## config.mk

```make
export PLATFORM = sky130hd
export DESIGN_NAME = tcc_timer
export DESIGN_NICKNAME = d
export VERILOG_FILES = /design/src/common/tcc_pkg.sv /design/src/common/tcc_chan_if.sv /design/src/tcc_timer.sv /design/src/tcc_prescaler.sv /design/src/tcc_channel.sv
export SDC_FILE = /design/constraint.sdc
export NUM_CORES = 1
export LEC_CHECK = 0
export BUFFER_PORTS_ARGS = -buffer_cell sky130_fd_sc_hd__buf_4
export CAP_MARGIN = 20
export CORE_UTILIZATION = 29
export CTS_BUF_LIST = sky130_fd_sc_hd__clkbuf_4 sky130_fd_sc_hd__clkbuf_8
export CTS_CLUSTER_DIAMETER = 50
export DETAILED_ROUTE_END_ITERATION = 10
export GPL_ROUTABILITY_DRIVEN = 0
export PLACE_DENSITY = 0.42
export SKIP_LAST_GASP = 1
export SLEW_MARGIN = 5
export SYNTH_ARGS = -nofsm -noshare
export SYNTH_HDL_FRONTEND = slang
export SYNTH_HIERARCHICAL = 1
export SYNTH_SLANG_ARGS = --single-unit
```

## constraint.sdc

```tcl
create_clock -name clk -period 9.7 [get_ports clk]
set_input_delay 2.91 -clock clk [delete_from_list [all_inputs] [get_ports clk]]
set_output_delay 2.91 -clock clk [all_outputs]
set_load 0.005 [all_outputs]
```

## src/common/tcc_pkg.sv

```systemverilog
// constants, field layout and types of the compare/waveform timer
//
// Functional notes
// software loads top then sets run bit
// event count bit selects event input ticks
// counter steps per tick in selected direction
// counting up, top wraps to zero
// counting down, zero reloads cycle length
// count register write beats any count action
// direction may change while running
// period and matches have shadow plus valid flag
// valid set on shadow write, cleared on update
// active and shadow both reachable; active write immediate
// unbuffered period write takes effect at once
// top below count: run full range first
// buffered period changes only at update
// match sets channel flag one tick later
// valid match shadows copied at update
// override needs waveform mode and channel enable
// port logic outside sets pin direction
// only three waveform outputs in this mode
// toggle mode: match zero sets period, outputs toggle
// toggle with match zero gives half clock
// single slope: high at zero, low on match
// match zero low; match above top high
// update at wrap, suppressed by update lock
// trigger effects appear on following tick cycle
// overflow flag on wrap or reload
package tcc_pkg;

  // ----------------------------------------------------------------
  // widths
  // ----------------------------------------------------------------
  localparam int unsigned TCC_CW = 16;
  localparam int unsigned TCC_NCH = 3;
  localparam int unsigned TCC_PW = 10;

  // ----------------------------------------------------------------
  // register byte offsets
  // ----------------------------------------------------------------
  localparam logic [7:0] TCC_OFF_CTRL_A = 8'h00;
  localparam logic [7:0] TCC_OFF_CTRL_B = 8'h04;
  localparam logic [7:0] TCC_OFF_CTRL_E = 8'h08;
  localparam logic [7:0] TCC_OFF_CTRL_F = 8'h0c;
  localparam logic [7:0] TCC_OFF_EVENT_CONTROL_REGISTER = 8'h10;
  localparam logic [7:0] TCC_OFF_FLAGS = 8'h14;
  localparam logic [7:0] TCC_OFF_COUNT = 8'h18;
  localparam logic [7:0] TCC_OFF_PERIOD = 8'h1c;
  localparam logic [7:0] TCC_OFF_MATCH0 = 8'h20;
  localparam logic [7:0] TCC_OFF_PER_SH = 8'h2c;
  localparam logic [7:0] TCC_OFF_MSH0 = 8'h30;
  localparam logic [7:0] TCC_OFF_STEP = 8'h04;

  // ----------------------------------------------------------------
  // field positions
  // ----------------------------------------------------------------
  localparam int unsigned TCC_A_RUN = 0;
  localparam int unsigned TCC_A_SEL = 1;
  localparam int unsigned TCC_B_MODE = 0;
  localparam int unsigned TCC_B_EN = 4;
  localparam int unsigned TCC_E_DOWN = 0;
  localparam int unsigned TCC_E_LOCK = 1;
  localparam int unsigned TCC_F_PER_BV = 0;
  localparam int unsigned TCC_F_MSH_BV = 1;
  localparam int unsigned TCC_EV_EVENT_COUNT_INPUT_ENABLE = 0;
  localparam int unsigned TCC_FL_OVF = 0;
  localparam int unsigned TCC_FL_MATCH = 4;

  // ----------------------------------------------------------------
  // reset values
  // ----------------------------------------------------------------
  localparam logic [15:0] TCC_RST_ZERO = 16'h0000;
  localparam logic [15:0] TCC_RST_PERIOD = 16'hffff;

  // prescaler masks: tick when the low bits of the divider are all ones
  localparam logic [7:0][9:0] TCC_DIV_MASK = {10'h3ff, 10'h0ff, 10'h03f, 10'h00f,
                                             10'h007, 10'h003, 10'h001, 10'h000};

  typedef enum logic [2:0] {
    TCC_WG_NORMAL = 3'b000,
    TCC_WG_TOGGLE = 3'b001,
    TCC_WG_SINGLE = 3'b011
  } tcc_wg_t;

endpackage

```

## src/common/tcc_chan_if.sv

```systemverilog
// signals between the counter core and one compare channel
`timescale 1ns/10ps
interface tcc_chan_if;
  logic                 step;
  logic [15:0]          cnt;
  logic [15:0]          match_val;
  tcc_pkg::tcc_wg_t     mode;
  logic                 hit;
  logic                 wave;

  modport core (output step, output cnt, output match_val, output mode,
                input hit, input wave);
  modport chan (input step, input cnt, input match_val, input mode,
                output hit, output wave);
endinterface

```

## src/tcc_timer.sv

```systemverilog
// 16-bit timer with three compare channels behind an AHB-Lite slave
//
// Design decisions made here: the register offsets and the AHB-Lite register port.
`timescale 1ns/10ps
module tcc_timer (
  input  wire logic        clk,
  input  wire logic        rst_n,
  input  wire logic        ce,
  input  wire logic        hsel,
  input  wire logic [31:0] haddr,
  input  wire logic [1:0]  htrans,
  input  wire logic        hwrite,
  input  wire logic [2:0]  hsize,
  input  wire logic [31:0] hwdata,
  input  wire logic        hready,
  output logic             hreadyout,
  output logic [31:0]      hrdata,
  output logic             hresp,
  input  wire logic        evt_a,
  output logic [2:0]       channel_waveform_output,
  output logic [2:0]       channel_output_oe
);

  // ----------------------------------------------------------------
  // declarations
  // ----------------------------------------------------------------
  localparam int unsigned NCH = tcc_pkg::TCC_NCH;

  logic        ready_ff;
  logic [31:0] rdata_ff;
  logic        resp_ff;
  logic [7:0]  addr_ff;
  logic        wr_pend_ff;
  logic        rd_pend_ff;

  logic [3:0]  control_word_a_ff;
  logic [6:0]  control_word_b_ff;
  logic [1:0]  control_word_e_ff;
  logic        event_control_register_ff;
  logic [15:0] count_register_ff;
  logic [15:0] cycle_length_ff;
  logic [15:0] cycle_length_shadow_ff;
  logic        cycle_length_shadow_valid_ff;
  logic [15:0] match_value_ff [NCH];
  logic [15:0] match_shadow_ff [NCH];
  logic [NCH-1:0] match_shadow_valid_ff;
  logic        ovf_flag_ff;
  logic [NCH-1:0] match_flag_ff;
  logic [NCH-1:0] wo_ff;
  logic [NCH-1:0] wo_oe_ff;

  logic        evt_s1_ff;
  logic        evt_s2_ff;
  logic        evt_s3_ff;

  logic        addr_take;
  logic        run;
  logic        count_down;
  logic        update_lock;
  logic        event_count_input_enable;
  logic [2:0]  tick_divider_select;
  logic [2:0]  channel_output_enable_n;
  tcc_pkg::tcc_wg_t waveform_mode_field;
  logic        wave_mode_on;
  logic        pre_tick;
  logic        evt_edge;
  logic        step;
  logic [15:0] top;
  logic        at_top;
  logic        at_bottom;
  logic        wrap;
  logic        do_update;
  logic [15:0] nxt_count;
  logic [31:0] nxt_rdata;
  logic [NCH-1:0] hit;
  logic [NCH-1:0] wave;

  // ----------------------------------------------------------------
  // bus slave
  // ----------------------------------------------------------------
  assign hreadyout = ready_ff;
  assign hrdata = rdata_ff;
  assign hresp = resp_ff;
  assign addr_take = hsel && htrans[1] && hready;

  // writes finish without wait; reads add one wait state so the
  // returned word sees any write of the transfer just before it
  always_ff @(posedge clk) begin
    if (!rst_n) begin
      addr_ff <= 8'h00;
      wr_pend_ff <= 1'b0;
      rd_pend_ff <= 1'b0;
      ready_ff <= 1'b1;
    end else if (ce) begin
      if (rd_pend_ff) begin
        rd_pend_ff <= 1'b0;
        ready_ff <= 1'b1;
        wr_pend_ff <= 1'b0;
      end else begin
        wr_pend_ff <= addr_take && hwrite;
        rd_pend_ff <= addr_take && !hwrite;
        ready_ff <= !(addr_take && !hwrite);
        if (addr_take) begin
          addr_ff <= haddr[7:0];
        end
      end
    end
  end

  always_ff @(posedge clk) begin
    if (!rst_n) begin
      resp_ff <= 1'b0;
    end else if (ce) begin
      resp_ff <= 1'b0;
    end
  end

  always_comb begin
    nxt_rdata = 32'h0000_0000;
    unique case (addr_ff)
      tcc_pkg::TCC_OFF_CTRL_A: nxt_rdata[3:0] = control_word_a_ff;
      tcc_pkg::TCC_OFF_CTRL_B: nxt_rdata[6:0] = control_word_b_ff;
      tcc_pkg::TCC_OFF_CTRL_E: nxt_rdata[1:0] = control_word_e_ff;
      tcc_pkg::TCC_OFF_CTRL_F: nxt_rdata[3:0] = {match_shadow_valid_ff,
                                                 cycle_length_shadow_valid_ff};
      tcc_pkg::TCC_OFF_EVENT_CONTROL_REGISTER: nxt_rdata[0] = event_control_register_ff;
      tcc_pkg::TCC_OFF_FLAGS: nxt_rdata[6:0] = {match_flag_ff, 3'h0, ovf_flag_ff};
      tcc_pkg::TCC_OFF_COUNT: nxt_rdata[15:0] = count_register_ff;
      tcc_pkg::TCC_OFF_PERIOD: nxt_rdata[15:0] = cycle_length_ff;
      tcc_pkg::TCC_OFF_PER_SH: nxt_rdata[15:0] = cycle_length_shadow_ff;
      default: begin
        for (int i = 0; i < NCH; i++) begin
          if (addr_ff == tcc_pkg::TCC_OFF_MATCH0 + 8'(i) * tcc_pkg::TCC_OFF_STEP) begin
            nxt_rdata[15:0] = match_value_ff[i];
          end
          if (addr_ff == tcc_pkg::TCC_OFF_MSH0 + 8'(i) * tcc_pkg::TCC_OFF_STEP) begin
            nxt_rdata[15:0] = match_shadow_ff[i];
          end
        end
      end
    endcase
  end

  always_ff @(posedge clk) begin
    if (!rst_n) begin
      rdata_ff <= 32'h0000_0000;
    end else if (ce && rd_pend_ff) begin
      rdata_ff <= nxt_rdata;
    end
  end

  // ----------------------------------------------------------------
  // control registers
  // ----------------------------------------------------------------
  always_ff @(posedge clk) begin
    if (!rst_n) begin
      control_word_a_ff <= 4'h0;
      control_word_b_ff <= 7'h00;
      control_word_e_ff <= 2'h0;
      event_control_register_ff <= 1'b0;
    end else if (ce && wr_pend_ff) begin
      if (addr_ff == tcc_pkg::TCC_OFF_CTRL_A) begin
        control_word_a_ff <= hwdata[3:0];
      end
      if (addr_ff == tcc_pkg::TCC_OFF_CTRL_B) begin
        control_word_b_ff <= hwdata[6:0];
      end
      if (addr_ff == tcc_pkg::TCC_OFF_CTRL_E) begin
        control_word_e_ff <= hwdata[1:0];
      end
      if (addr_ff == tcc_pkg::TCC_OFF_EVENT_CONTROL_REGISTER) begin
        event_control_register_ff <= hwdata[0];
      end
    end
  end

  assign run = control_word_a_ff[tcc_pkg::TCC_A_RUN];
  assign tick_divider_select = control_word_a_ff[tcc_pkg::TCC_A_SEL +: 3];
  assign waveform_mode_field = tcc_pkg::tcc_wg_t'(control_word_b_ff[tcc_pkg::TCC_B_MODE +: 3]);
  assign channel_output_enable_n = control_word_b_ff[tcc_pkg::TCC_B_EN +: 3];
  assign count_down = control_word_e_ff[tcc_pkg::TCC_E_DOWN];
  assign update_lock = control_word_e_ff[tcc_pkg::TCC_E_LOCK];
  assign event_count_input_enable = event_control_register_ff;
  assign wave_mode_on = (waveform_mode_field == tcc_pkg::TCC_WG_TOGGLE)
                     || (waveform_mode_field == tcc_pkg::TCC_WG_SINGLE);

  // ----------------------------------------------------------------
  // tick source
  // ----------------------------------------------------------------
  tcc_prescaler u_pre (
    .clk  (clk),
    .rst_n(rst_n),
    .ce   (ce),
    .run  (run),
    .sel  (tick_divider_select),
    .tick (pre_tick)
  );

  // event pin is asynchronous: two stages, then edge detect
  always_ff @(posedge clk) begin
    if (!rst_n) begin
      evt_s1_ff <= 1'b0;
      evt_s2_ff <= 1'b0;
      evt_s3_ff <= 1'b0;
    end else if (ce) begin
      evt_s1_ff <= evt_a;
      evt_s2_ff <= evt_s1_ff;
      evt_s3_ff <= evt_s2_ff;
    end
  end

  assign evt_edge = evt_s2_ff && !evt_s3_ff;
  assign step = run && (event_count_input_enable ? evt_edge : pre_tick);

  // ----------------------------------------------------------------
  // base counter
  // ----------------------------------------------------------------
  // toggle mode takes its period from match register zero
  assign top = (waveform_mode_field == tcc_pkg::TCC_WG_TOGGLE) ? match_value_ff[0]
                                                              : cycle_length_ff;
  // equality only, so a top below the count runs on to all ones first
  assign at_top = (count_register_ff == top);
  assign at_bottom = (count_register_ff == tcc_pkg::TCC_RST_ZERO);
  assign wrap = step && (count_down ? at_bottom : at_top);
  assign do_update = wrap && !update_lock;

  always_comb begin
    if (count_down) begin
      nxt_count = at_bottom ? top : count_register_ff - 16'h0001;
    end else begin
      nxt_count = at_top ? tcc_pkg::TCC_RST_ZERO : count_register_ff + 16'h0001;
    end
  end

  always_ff @(posedge clk) begin
    if (!rst_n) begin
      count_register_ff <= tcc_pkg::TCC_RST_ZERO;
    end else if (ce) begin
      if (wr_pend_ff && addr_ff == tcc_pkg::TCC_OFF_COUNT) begin
        count_register_ff <= hwdata[15:0];
      end else if (step) begin
        count_register_ff <= nxt_count;
      end
    end
  end

  // ----------------------------------------------------------------
  // period and its shadow
  // ----------------------------------------------------------------
  always_ff @(posedge clk) begin
    if (!rst_n) begin
      cycle_length_ff <= tcc_pkg::TCC_RST_PERIOD;
    end else if (ce) begin
      if (wr_pend_ff && addr_ff == tcc_pkg::TCC_OFF_PERIOD) begin
        cycle_length_ff <= hwdata[15:0];
      end else if (do_update && cycle_length_shadow_valid_ff) begin
        cycle_length_ff <= cycle_length_shadow_ff;
      end
    end
  end

  // a shadow write in the update cycle keeps the flag set
  always_ff @(posedge clk) begin
    if (!rst_n) begin
      cycle_length_shadow_ff <= tcc_pkg::TCC_RST_ZERO;
      cycle_length_shadow_valid_ff <= 1'b0;
    end else if (ce) begin
      if (wr_pend_ff && addr_ff == tcc_pkg::TCC_OFF_PER_SH) begin
        cycle_length_shadow_ff <= hwdata[15:0];
        cycle_length_shadow_valid_ff <= 1'b1;
      end else if (do_update) begin
        cycle_length_shadow_valid_ff <= 1'b0;
      end
    end
  end

  // ----------------------------------------------------------------
  // match registers and channels
  // ----------------------------------------------------------------
  tcc_chan_if ch_if [NCH] ();

  for (genvar g = 0; g < NCH; g++) begin : g_ch
    localparam logic [7:0] ACT_OFF = tcc_pkg::TCC_OFF_MATCH0 + 8'(g) * tcc_pkg::TCC_OFF_STEP;
    localparam logic [7:0] SH_OFF = tcc_pkg::TCC_OFF_MSH0 + 8'(g) * tcc_pkg::TCC_OFF_STEP;

    always_ff @(posedge clk) begin
      if (!rst_n) begin
        match_value_ff[g] <= tcc_pkg::TCC_RST_ZERO;
      end else if (ce) begin
        if (wr_pend_ff && addr_ff == ACT_OFF) begin
          match_value_ff[g] <= hwdata[15:0];
        end else if (do_update && match_shadow_valid_ff[g]) begin
          match_value_ff[g] <= match_shadow_ff[g];
        end
      end
    end

    always_ff @(posedge clk) begin
      if (!rst_n) begin
        match_shadow_ff[g] <= tcc_pkg::TCC_RST_ZERO;
        match_shadow_valid_ff[g] <= 1'b0;
      end else if (ce) begin
        if (wr_pend_ff && addr_ff == SH_OFF) begin
          match_shadow_ff[g] <= hwdata[15:0];
          match_shadow_valid_ff[g] <= 1'b1;
        end else if (do_update) begin
          match_shadow_valid_ff[g] <= 1'b0;
        end
      end
    end

    assign ch_if[g].step = step;
    assign ch_if[g].cnt = count_register_ff;
    assign ch_if[g].match_val = match_value_ff[g];
    assign ch_if[g].mode = waveform_mode_field;
    assign hit[g] = ch_if[g].hit;
    assign wave[g] = ch_if[g].wave;

    tcc_channel u_ch (
      .clk  (clk),
      .rst_n(rst_n),
      .ce   (ce),
      .ch   (ch_if[g])
    );

    // pin override: one more register so the output is a flop here
    always_ff @(posedge clk) begin
      if (!rst_n) begin
        wo_ff[g] <= 1'b0;
        wo_oe_ff[g] <= 1'b0;
      end else if (ce) begin
        wo_ff[g] <= wave_mode_on && channel_output_enable_n[g] && wave[g];
        wo_oe_ff[g] <= wave_mode_on && channel_output_enable_n[g];
      end
    end
  end

  assign channel_waveform_output = wo_ff;
  assign channel_output_oe = wo_oe_ff;

  // ----------------------------------------------------------------
  // status flags: write one to clear, a new event wins
  // ----------------------------------------------------------------
  always_ff @(posedge clk) begin
    if (!rst_n) begin
      ovf_flag_ff <= 1'b0;
      match_flag_ff <= 3'h0;
    end else if (ce) begin
      if (wrap) begin
        ovf_flag_ff <= 1'b1;
      end else if (wr_pend_ff && addr_ff == tcc_pkg::TCC_OFF_FLAGS
                   && hwdata[tcc_pkg::TCC_FL_OVF]) begin
        ovf_flag_ff <= 1'b0;
      end
      for (int i = 0; i < NCH; i++) begin
        if (hit[i]) begin
          match_flag_ff[i] <= 1'b1;
        end else if (wr_pend_ff && addr_ff == tcc_pkg::TCC_OFF_FLAGS
                     && hwdata[tcc_pkg::TCC_FL_MATCH + i]) begin
          match_flag_ff[i] <= 1'b0;
        end
      end
    end
  end

  // hsize is not checked: only whole-word transfers are supported
  logic unused_ok;
  assign unused_ok = ^{hsize, haddr[31:8], hwdata[31:16]};

endmodule

```

## src/tcc_prescaler.sv

```systemverilog
// divides the peripheral clock into count ticks
`timescale 1ns/10ps
module tcc_prescaler (
  input  wire logic       clk,
  input  wire logic       rst_n,
  input  wire logic       ce,
  input  wire logic       run,
  input  wire logic [2:0] sel,
  output logic            tick
);
  logic [9:0] div_ff;
  logic [9:0] mask;

  assign mask = tcc_pkg::TCC_DIV_MASK[sel];
  assign tick = run && ((div_ff & mask) == mask);

  // divider restarts whenever the timer is stopped
  always_ff @(posedge clk) begin
    if (!rst_n) begin
      div_ff <= 10'h000;
    end else if (ce) begin
      if (!run) begin
        div_ff <= 10'h000;
      end else begin
        div_ff <= div_ff + 10'h001;
      end
    end
  end
endmodule

```

## src/tcc_channel.sv

```systemverilog
// one compare channel: match detect and waveform state
`timescale 1ns/10ps
module tcc_channel (
  input  wire logic clk,
  input  wire logic rst_n,
  input  wire logic ce,
  tcc_chan_if.chan  ch
);
  logic wave_ff;
  logic match;

  assign match = (ch.cnt == ch.match_val);
  assign ch.hit = ch.step && match;
  assign ch.wave = wave_ff;

  // effect lands on the cycle after the tick that saw the trigger
  always_ff @(posedge clk) begin
    if (!rst_n) begin
      wave_ff <= 1'b0;
    end else if (ce) begin
      unique case (ch.mode)
        tcc_pkg::TCC_WG_TOGGLE: begin
          if (ch.hit) begin
            wave_ff <= ~wave_ff;
          end
        end
        tcc_pkg::TCC_WG_SINGLE: begin
          // match wins over bottom so a zero match stays low
          if (ch.hit) begin
            wave_ff <= 1'b0;
          end else if (ch.step && ch.cnt == tcc_pkg::TCC_RST_ZERO) begin
            wave_ff <= 1'b1;
          end
        end
        default: begin
          wave_ff <= 1'b0;
        end
      endcase
    end
  end
endmodule

```

# ---- Word level (Yosys, flattened, before mapping)
# Memories as Yosys holds them, arrays and structs flattened. A register that Yosys moved wholly into a read port is not among the register bits.
# Cells that the tools add are included.
# Widths: inputs -> output; s select.
dict set report totals {
  mem_bits_ro 80
  wordCells 260
  ram_bits 96
  regBits 119
  memories 3
}
dict set report classes {
  n_bitwise 14
  n_mux 100
  reduce_logical 79
  n_addsub 3
  n_eq_ne 27
  order_cmp 1
}
# memory words width read_ports rd_ports_with_merged_regs write_ports line
set mem_list {}
lappend mem_list {{(no name shown)} 8 10 1 1 0 tcc_prescaler.sv:14} ;# assign mask = tcc_pkg::TCC_DIV_MASK[sel];
lappend mem_list {match_shadow_ff 3 16 3 0 3 tcc_timer.sv:45} ;# logic [15:0] match_shadow_ff [NCH];
lappend mem_list {match_value_ff 3 16 3 0 3 tcc_timer.sv:44} ;# logic [15:0] match_value_ff [NCH];
# op n
set op_table {}
lappend op_table {{$mux 16} 23}
lappend op_table {{$mux 1} 65}
lappend op_table {{$eq 16x16->1} 4}
lappend op_table {{$eq 8x6->1 const B} 7}
lappend op_table {{$logic_and 1x1->1} 39}
lappend op_table {{$pmux 9 s4} 1}
lappend op_table {{$eq 8x5->1 const B} 4}
lappend op_table {{$reduce_and 2->1} 15}
lappend op_table {{$mux 10} 2}
lappend op_table {{$reduce_bool 2->1} 10}
lappend op_table {{$pmux 3 s6} 1}
lappend op_table {{$add 16x1->16 const B} 1}
lappend op_table {{$eq 8x4->1 const B} 2}
lappend op_table {{$logic_not 16->1} 1}
lappend op_table {{$sub 16x1->16 const B} 1}
lappend op_table {{$pmux 2 s7} 1}
lappend op_table {{$reduce_and 3->1} 4}
lappend op_table {{$add 10x1->10 const B} 1}
lappend op_table {{$and 10x10->10} 1}
lappend op_table {{$eq 10x10->1} 1}
lappend op_table {{$ne 3x2->1 const B} 3}
lappend op_table {{$or 1x1->1} 9}
lappend op_table {{$pmux 1 s9} 1}
lappend op_table {{$eq 8x3->1 const B} 1}
lappend op_table {{other kinds (15)} 26}

# ---- Depth between registers and ports, before layout
dict set report depth {
  ltp_word 16
  depth_mapped 13
  depth_no_buf 11
}

# ---- By module
# The synthesis kept the hierarchy.
# mod seq_area_each_um2 n_inst area_each_um2 cells_per_inst
set by_module_without_submodules {}
lappend by_module_without_submodules {tcc_timer 5004.8 1 11343.4 1294}
lappend by_module_without_submodules {tcc_channel 20.0 3 315.3 38}
lappend by_module_without_submodules {tcc_prescaler 200.2 1 516.7 60}

# ---- Worst setup path before layout
# No wires, ideal clock.
dict set report synth_timing {
  path_type {input-to-reg}
  from {input ce}
  to {memory match_shadow_ff[1][0], enable pin}
  path_stages 3
  setup_time_ps 411
  arrival_ps 4492
  path_buffers 1
  slack_ps 4797
  path_cell_list {clkbuf_1 > nand2_1 > o21ai_0}
}
# item line
set synth_lines {}
lappend synth_lines {{start, declared} tcc_timer.sv:8} ;# input wire logic ce,
lappend synth_lines {{end, declared} tcc_timer.sv:45}

==> metrics.md <==
| Metric | Value |
|---|---|
| Outcome | finished clean |
| Syn Std Cell Area | 0.01281 sq mm |
| Initial Util | between 20 and 30% |
| Max-Cap Viols | 0 |
| CTS resizes | 0 |
| Clock transition at the registers of the reported paths | 50 ps |
| Setup violations, final | 0 |
| RR Startpoint | ch_if[0].cnt[1] |
| Share of power burned in registers | a little under half |
| VDD IR-drop max | between 100 and 150 uV |
| XOR/XNOR share of the synthesized area | under 10% |
| Nets | between 1500 and 2000 |
| Clock share of power | a little under half |
| Std cell rows | 76 |
| Inst Count DP | around 2000 |
| Drt drc | 0 |
| Crit Path Class | in -> reg |
| TritonCTS Sinks | 215 |
| ANT cells | 0 |
| Most common cell after layout, fill and taps aside | nand2_1 |
| Crit path DAT | 5810 ps |
| Compound-Gate Fraction of Synth Area | about 22% |
| Min Clock Period, post-route | ~5600 ps |
| Postcts setup bufs | 0 |
| Core area | around 0.043 sq mm |
| Area growth syn-to-layout | 14.45% |
| Placed wire-length estimate | about 35000 microns |
| Post-synthesis cell count | roughly 1500 |
| Initial antenna violation count | 0 |
| R2r setup slk | around 5200 ps |
| Share of layout cells above drive strength 1 | 14.66% |
| TritonCTS clock tree | done |
| Switch Pwr | approximately 0.0006 W |
| Relative slew slack | between 30% and 40% |
| Mux cell area share after synthesis | 1.729% |
| Routed via count | between 10000 and 15000 |
| Post-route ant nets | 0 |
| Total GRT Usage | 23.41% |
| Fin cells | ~2100 |
| Root buffer cell | clkbuf_8 |
| Hold violation count in the final report | 0 |
| Combinational Power Share | ~6.7% |
| Global route overflow | 0 |
| Die W | between 200 and 250 microns |
| Most frequent cells in the layout | 169 x nand2_1, 132 x nor2_1, 119 x dfxtp_1, 104 x nand3_1, 96 x edfxtp_1 |
| First-pass GRT wire length | approximately 77000 microns |
| Setup Total Neg Slack | 0 ps |
| R2R Path End | match_value_ff[0][11] |
| Worst Path Required | between 9000 and 10000 ps |
| Worst min path class | reg -> reg |
| Hold slack | 469.2 ps |
| Setup crit start kind | input port |
| Reg2Reg Depth | 8 |
| Crit end category | flop |
| Crit share post-route | 57.26% |
| I/O pin cnt | ~120 |
| Switching portion of total power | a little over a quarter |
| Pwr/cell area | around 150 mW/mm^2 |
| Clock tree buffer depth | 3 |
| Die area | 0.04500 sq mm |
| DRT Pass-1 Iters | 7 |
| Ys async rst share | 0% |
| Clock Latency Late Sink | 640 ps |
| Cell-internal power | about 0.0016 W |
| Total wire length | 53050 microns |
| Vias in the first global route | 11407 |
| Synth Area in Adders | 0.3908% |
| Sequential fraction of the synthesis area | just over 40% |
| Ys Warns | 6 |
| 1st-iter DRT viols | between 1000 and 1500 |
| Final Max Tran Viols | 0 |
| Hold path startpoint | control_word_b_ff[3] |
| Fill cell count | around 4600 |
| Worst Skew | a little over 30 ps |
| PortBufs | between 50 and 60 |
| Mapped Avg Cell Area | 8.723 sq um |
| Drt wl/cell | around 25 microns |
| Cts hold-fix bufs | 0 |
| RSZ-0062 raised after global routing | no |
| Hold worst-path end | control_word_b_ff[3] |
| Largest net degree at the start of global routing | 57 |
| Inserted Clock Buffers | 46 |
| Hold Crit Depth | 2 |
| Number of flops mapped to enable cells by yosys | 96 |
| Synth Area in Simple Gates | between 20% and 30% |
| Worst-margin pin slew | 1027 ps |
| Die Ht | between 200 and 250 microns |
| Yosys cell types | 80 |
| Yosys reg bits | between 200 and 250 |
| Leakage | roughly 5.2 nW |
| Largest family of logic cells by synthesized area | compound AO/OA/AOI/OAI gates |
| Worst Path Max Fanout | between 50 and 60 |
| Fmax | around 180 MHz |
| Post-synth top flop | dfxtp_1 |
| H-tree Lvls | 2 |
| Avg Vias per Cell | about 5.7 |
==> per-stage QoR <==
stage / cell area (sq um) / utilization, % / total power [W] / worst slack, ps
6_report: 14660 / 33.80 / 0.002234 / 4145
3_3_place_gp: 13660 / 31.51 / 0.001176 / 3473
2_1_floorplan: 12870 / - / 0.001110 / 4797
5_1_grt: 14660 / 33.80 / 0.002306 / 3949
3_5_place_dp: 13660 / 31.51 / 0.001177 / 3417
4_1_cts: 14660 / 33.80 / 0.002257 / 4089
==> cells in the mapped netlist (26+ instances only) <==
master	n	share of area (%)
a21oi_1	83	3.2
xnor2_1	34	2.3
nor2_1	136	4.0
edfxtp_1	96	23
nand2_1	169	5.0
o21ai_0	38	1.5
a31oi_1	33	1.6
dfxtp_1	119	19
clkbuf_1	92	2.7
o22ai_1	41	2.0
and2_1	42	2.1
nand3_1	104	4.1
a22oi_1	26	1.5
xor2_1	57	3.9
==> power by group through the flow <==
stage	Combinational, W	Sequential, W	Clock (W)
floorplan	0.0000985	0.00101	0
global placement	0.000147	0.00103	0
detailed placement	0.000148	0.00103	0
CTS	0.000149	0.00101	0.00110
global route	0.000160	0.00101	0.00113
finish	0.000149	0.00101	0.00107
==> cells by family (layout without fill, tap and decap cells) <==
kind of cell	Yosys count	after routing
compound gates	386	386
simple gates	578	578
xor+xnor	91	91
other cells	1	17
buf+inv	171	208
mux	22	22
fa+ha+maj	4	4
flops	215	215
==> layout make-up <==
cell class                 instances  area (sq um)  share of cell area [%]
timing repair buffer              92         690.7                   4.712
clock inverter                    20         147.6                   1.007
inverter                          30         113.9                  0.7768
tap                              585         732.0                   4.994
multi-input combinational       1098          6862                   46.82
clock buffer                      66         845.8                   5.771
sequential                       215          5265                   35.92
==> how the worst max path moves through the flow <==
stage,startpoint,depth (start not counted),to
final,rst_n,5,match_value_ff[2][11]
after global routing,rst_n,5,match_value_ff[2][11]
after CTS,rst_n,5,match_value_ff[2][4]
after detailed placement,rst_n,5,match_value_ff[2][14]
after global placement,rst_n,5,match_value_ff[2][11]
after floorplan,ce,3,match_shadow_ff[1][0]
==> metal layers <==
layer / track usage, % / wire length (microns) / up-vias
li1: - / - / 5484
met1: 31.15 / 23320 / 5978
met2: 38.07 / 25180 / 464
met3: 4.357 / 3429 / 84
met4: 7.521 / 1122 / 0
met5: 0 / 0 / -
==> flip-flops by register name, indices dropped and copies added (netlist names), 4 cells and up <==
| signal | flops |
|---|---|
| match_shadow_ff | 48 |
| match_value_ff | 48 |
| ch_if.cnt | 16 |
| cycle_length_ff | 16 |
| cycle_length_shadow_ff | 16 |
| hrdata | 16 |
| u_pre/div_ff | 10 |
| addr_ff | 8 |
| control_word_b_ff | 7 |
| control_word_a_ff | 4 |
==> critical path, cell delays in order <==
cell and delay, ps:
buf_4 500, clkinv_2 760, nor2_2 280, buf_4 410, a221o_1 880
Power figures use the tool's default switching activity.
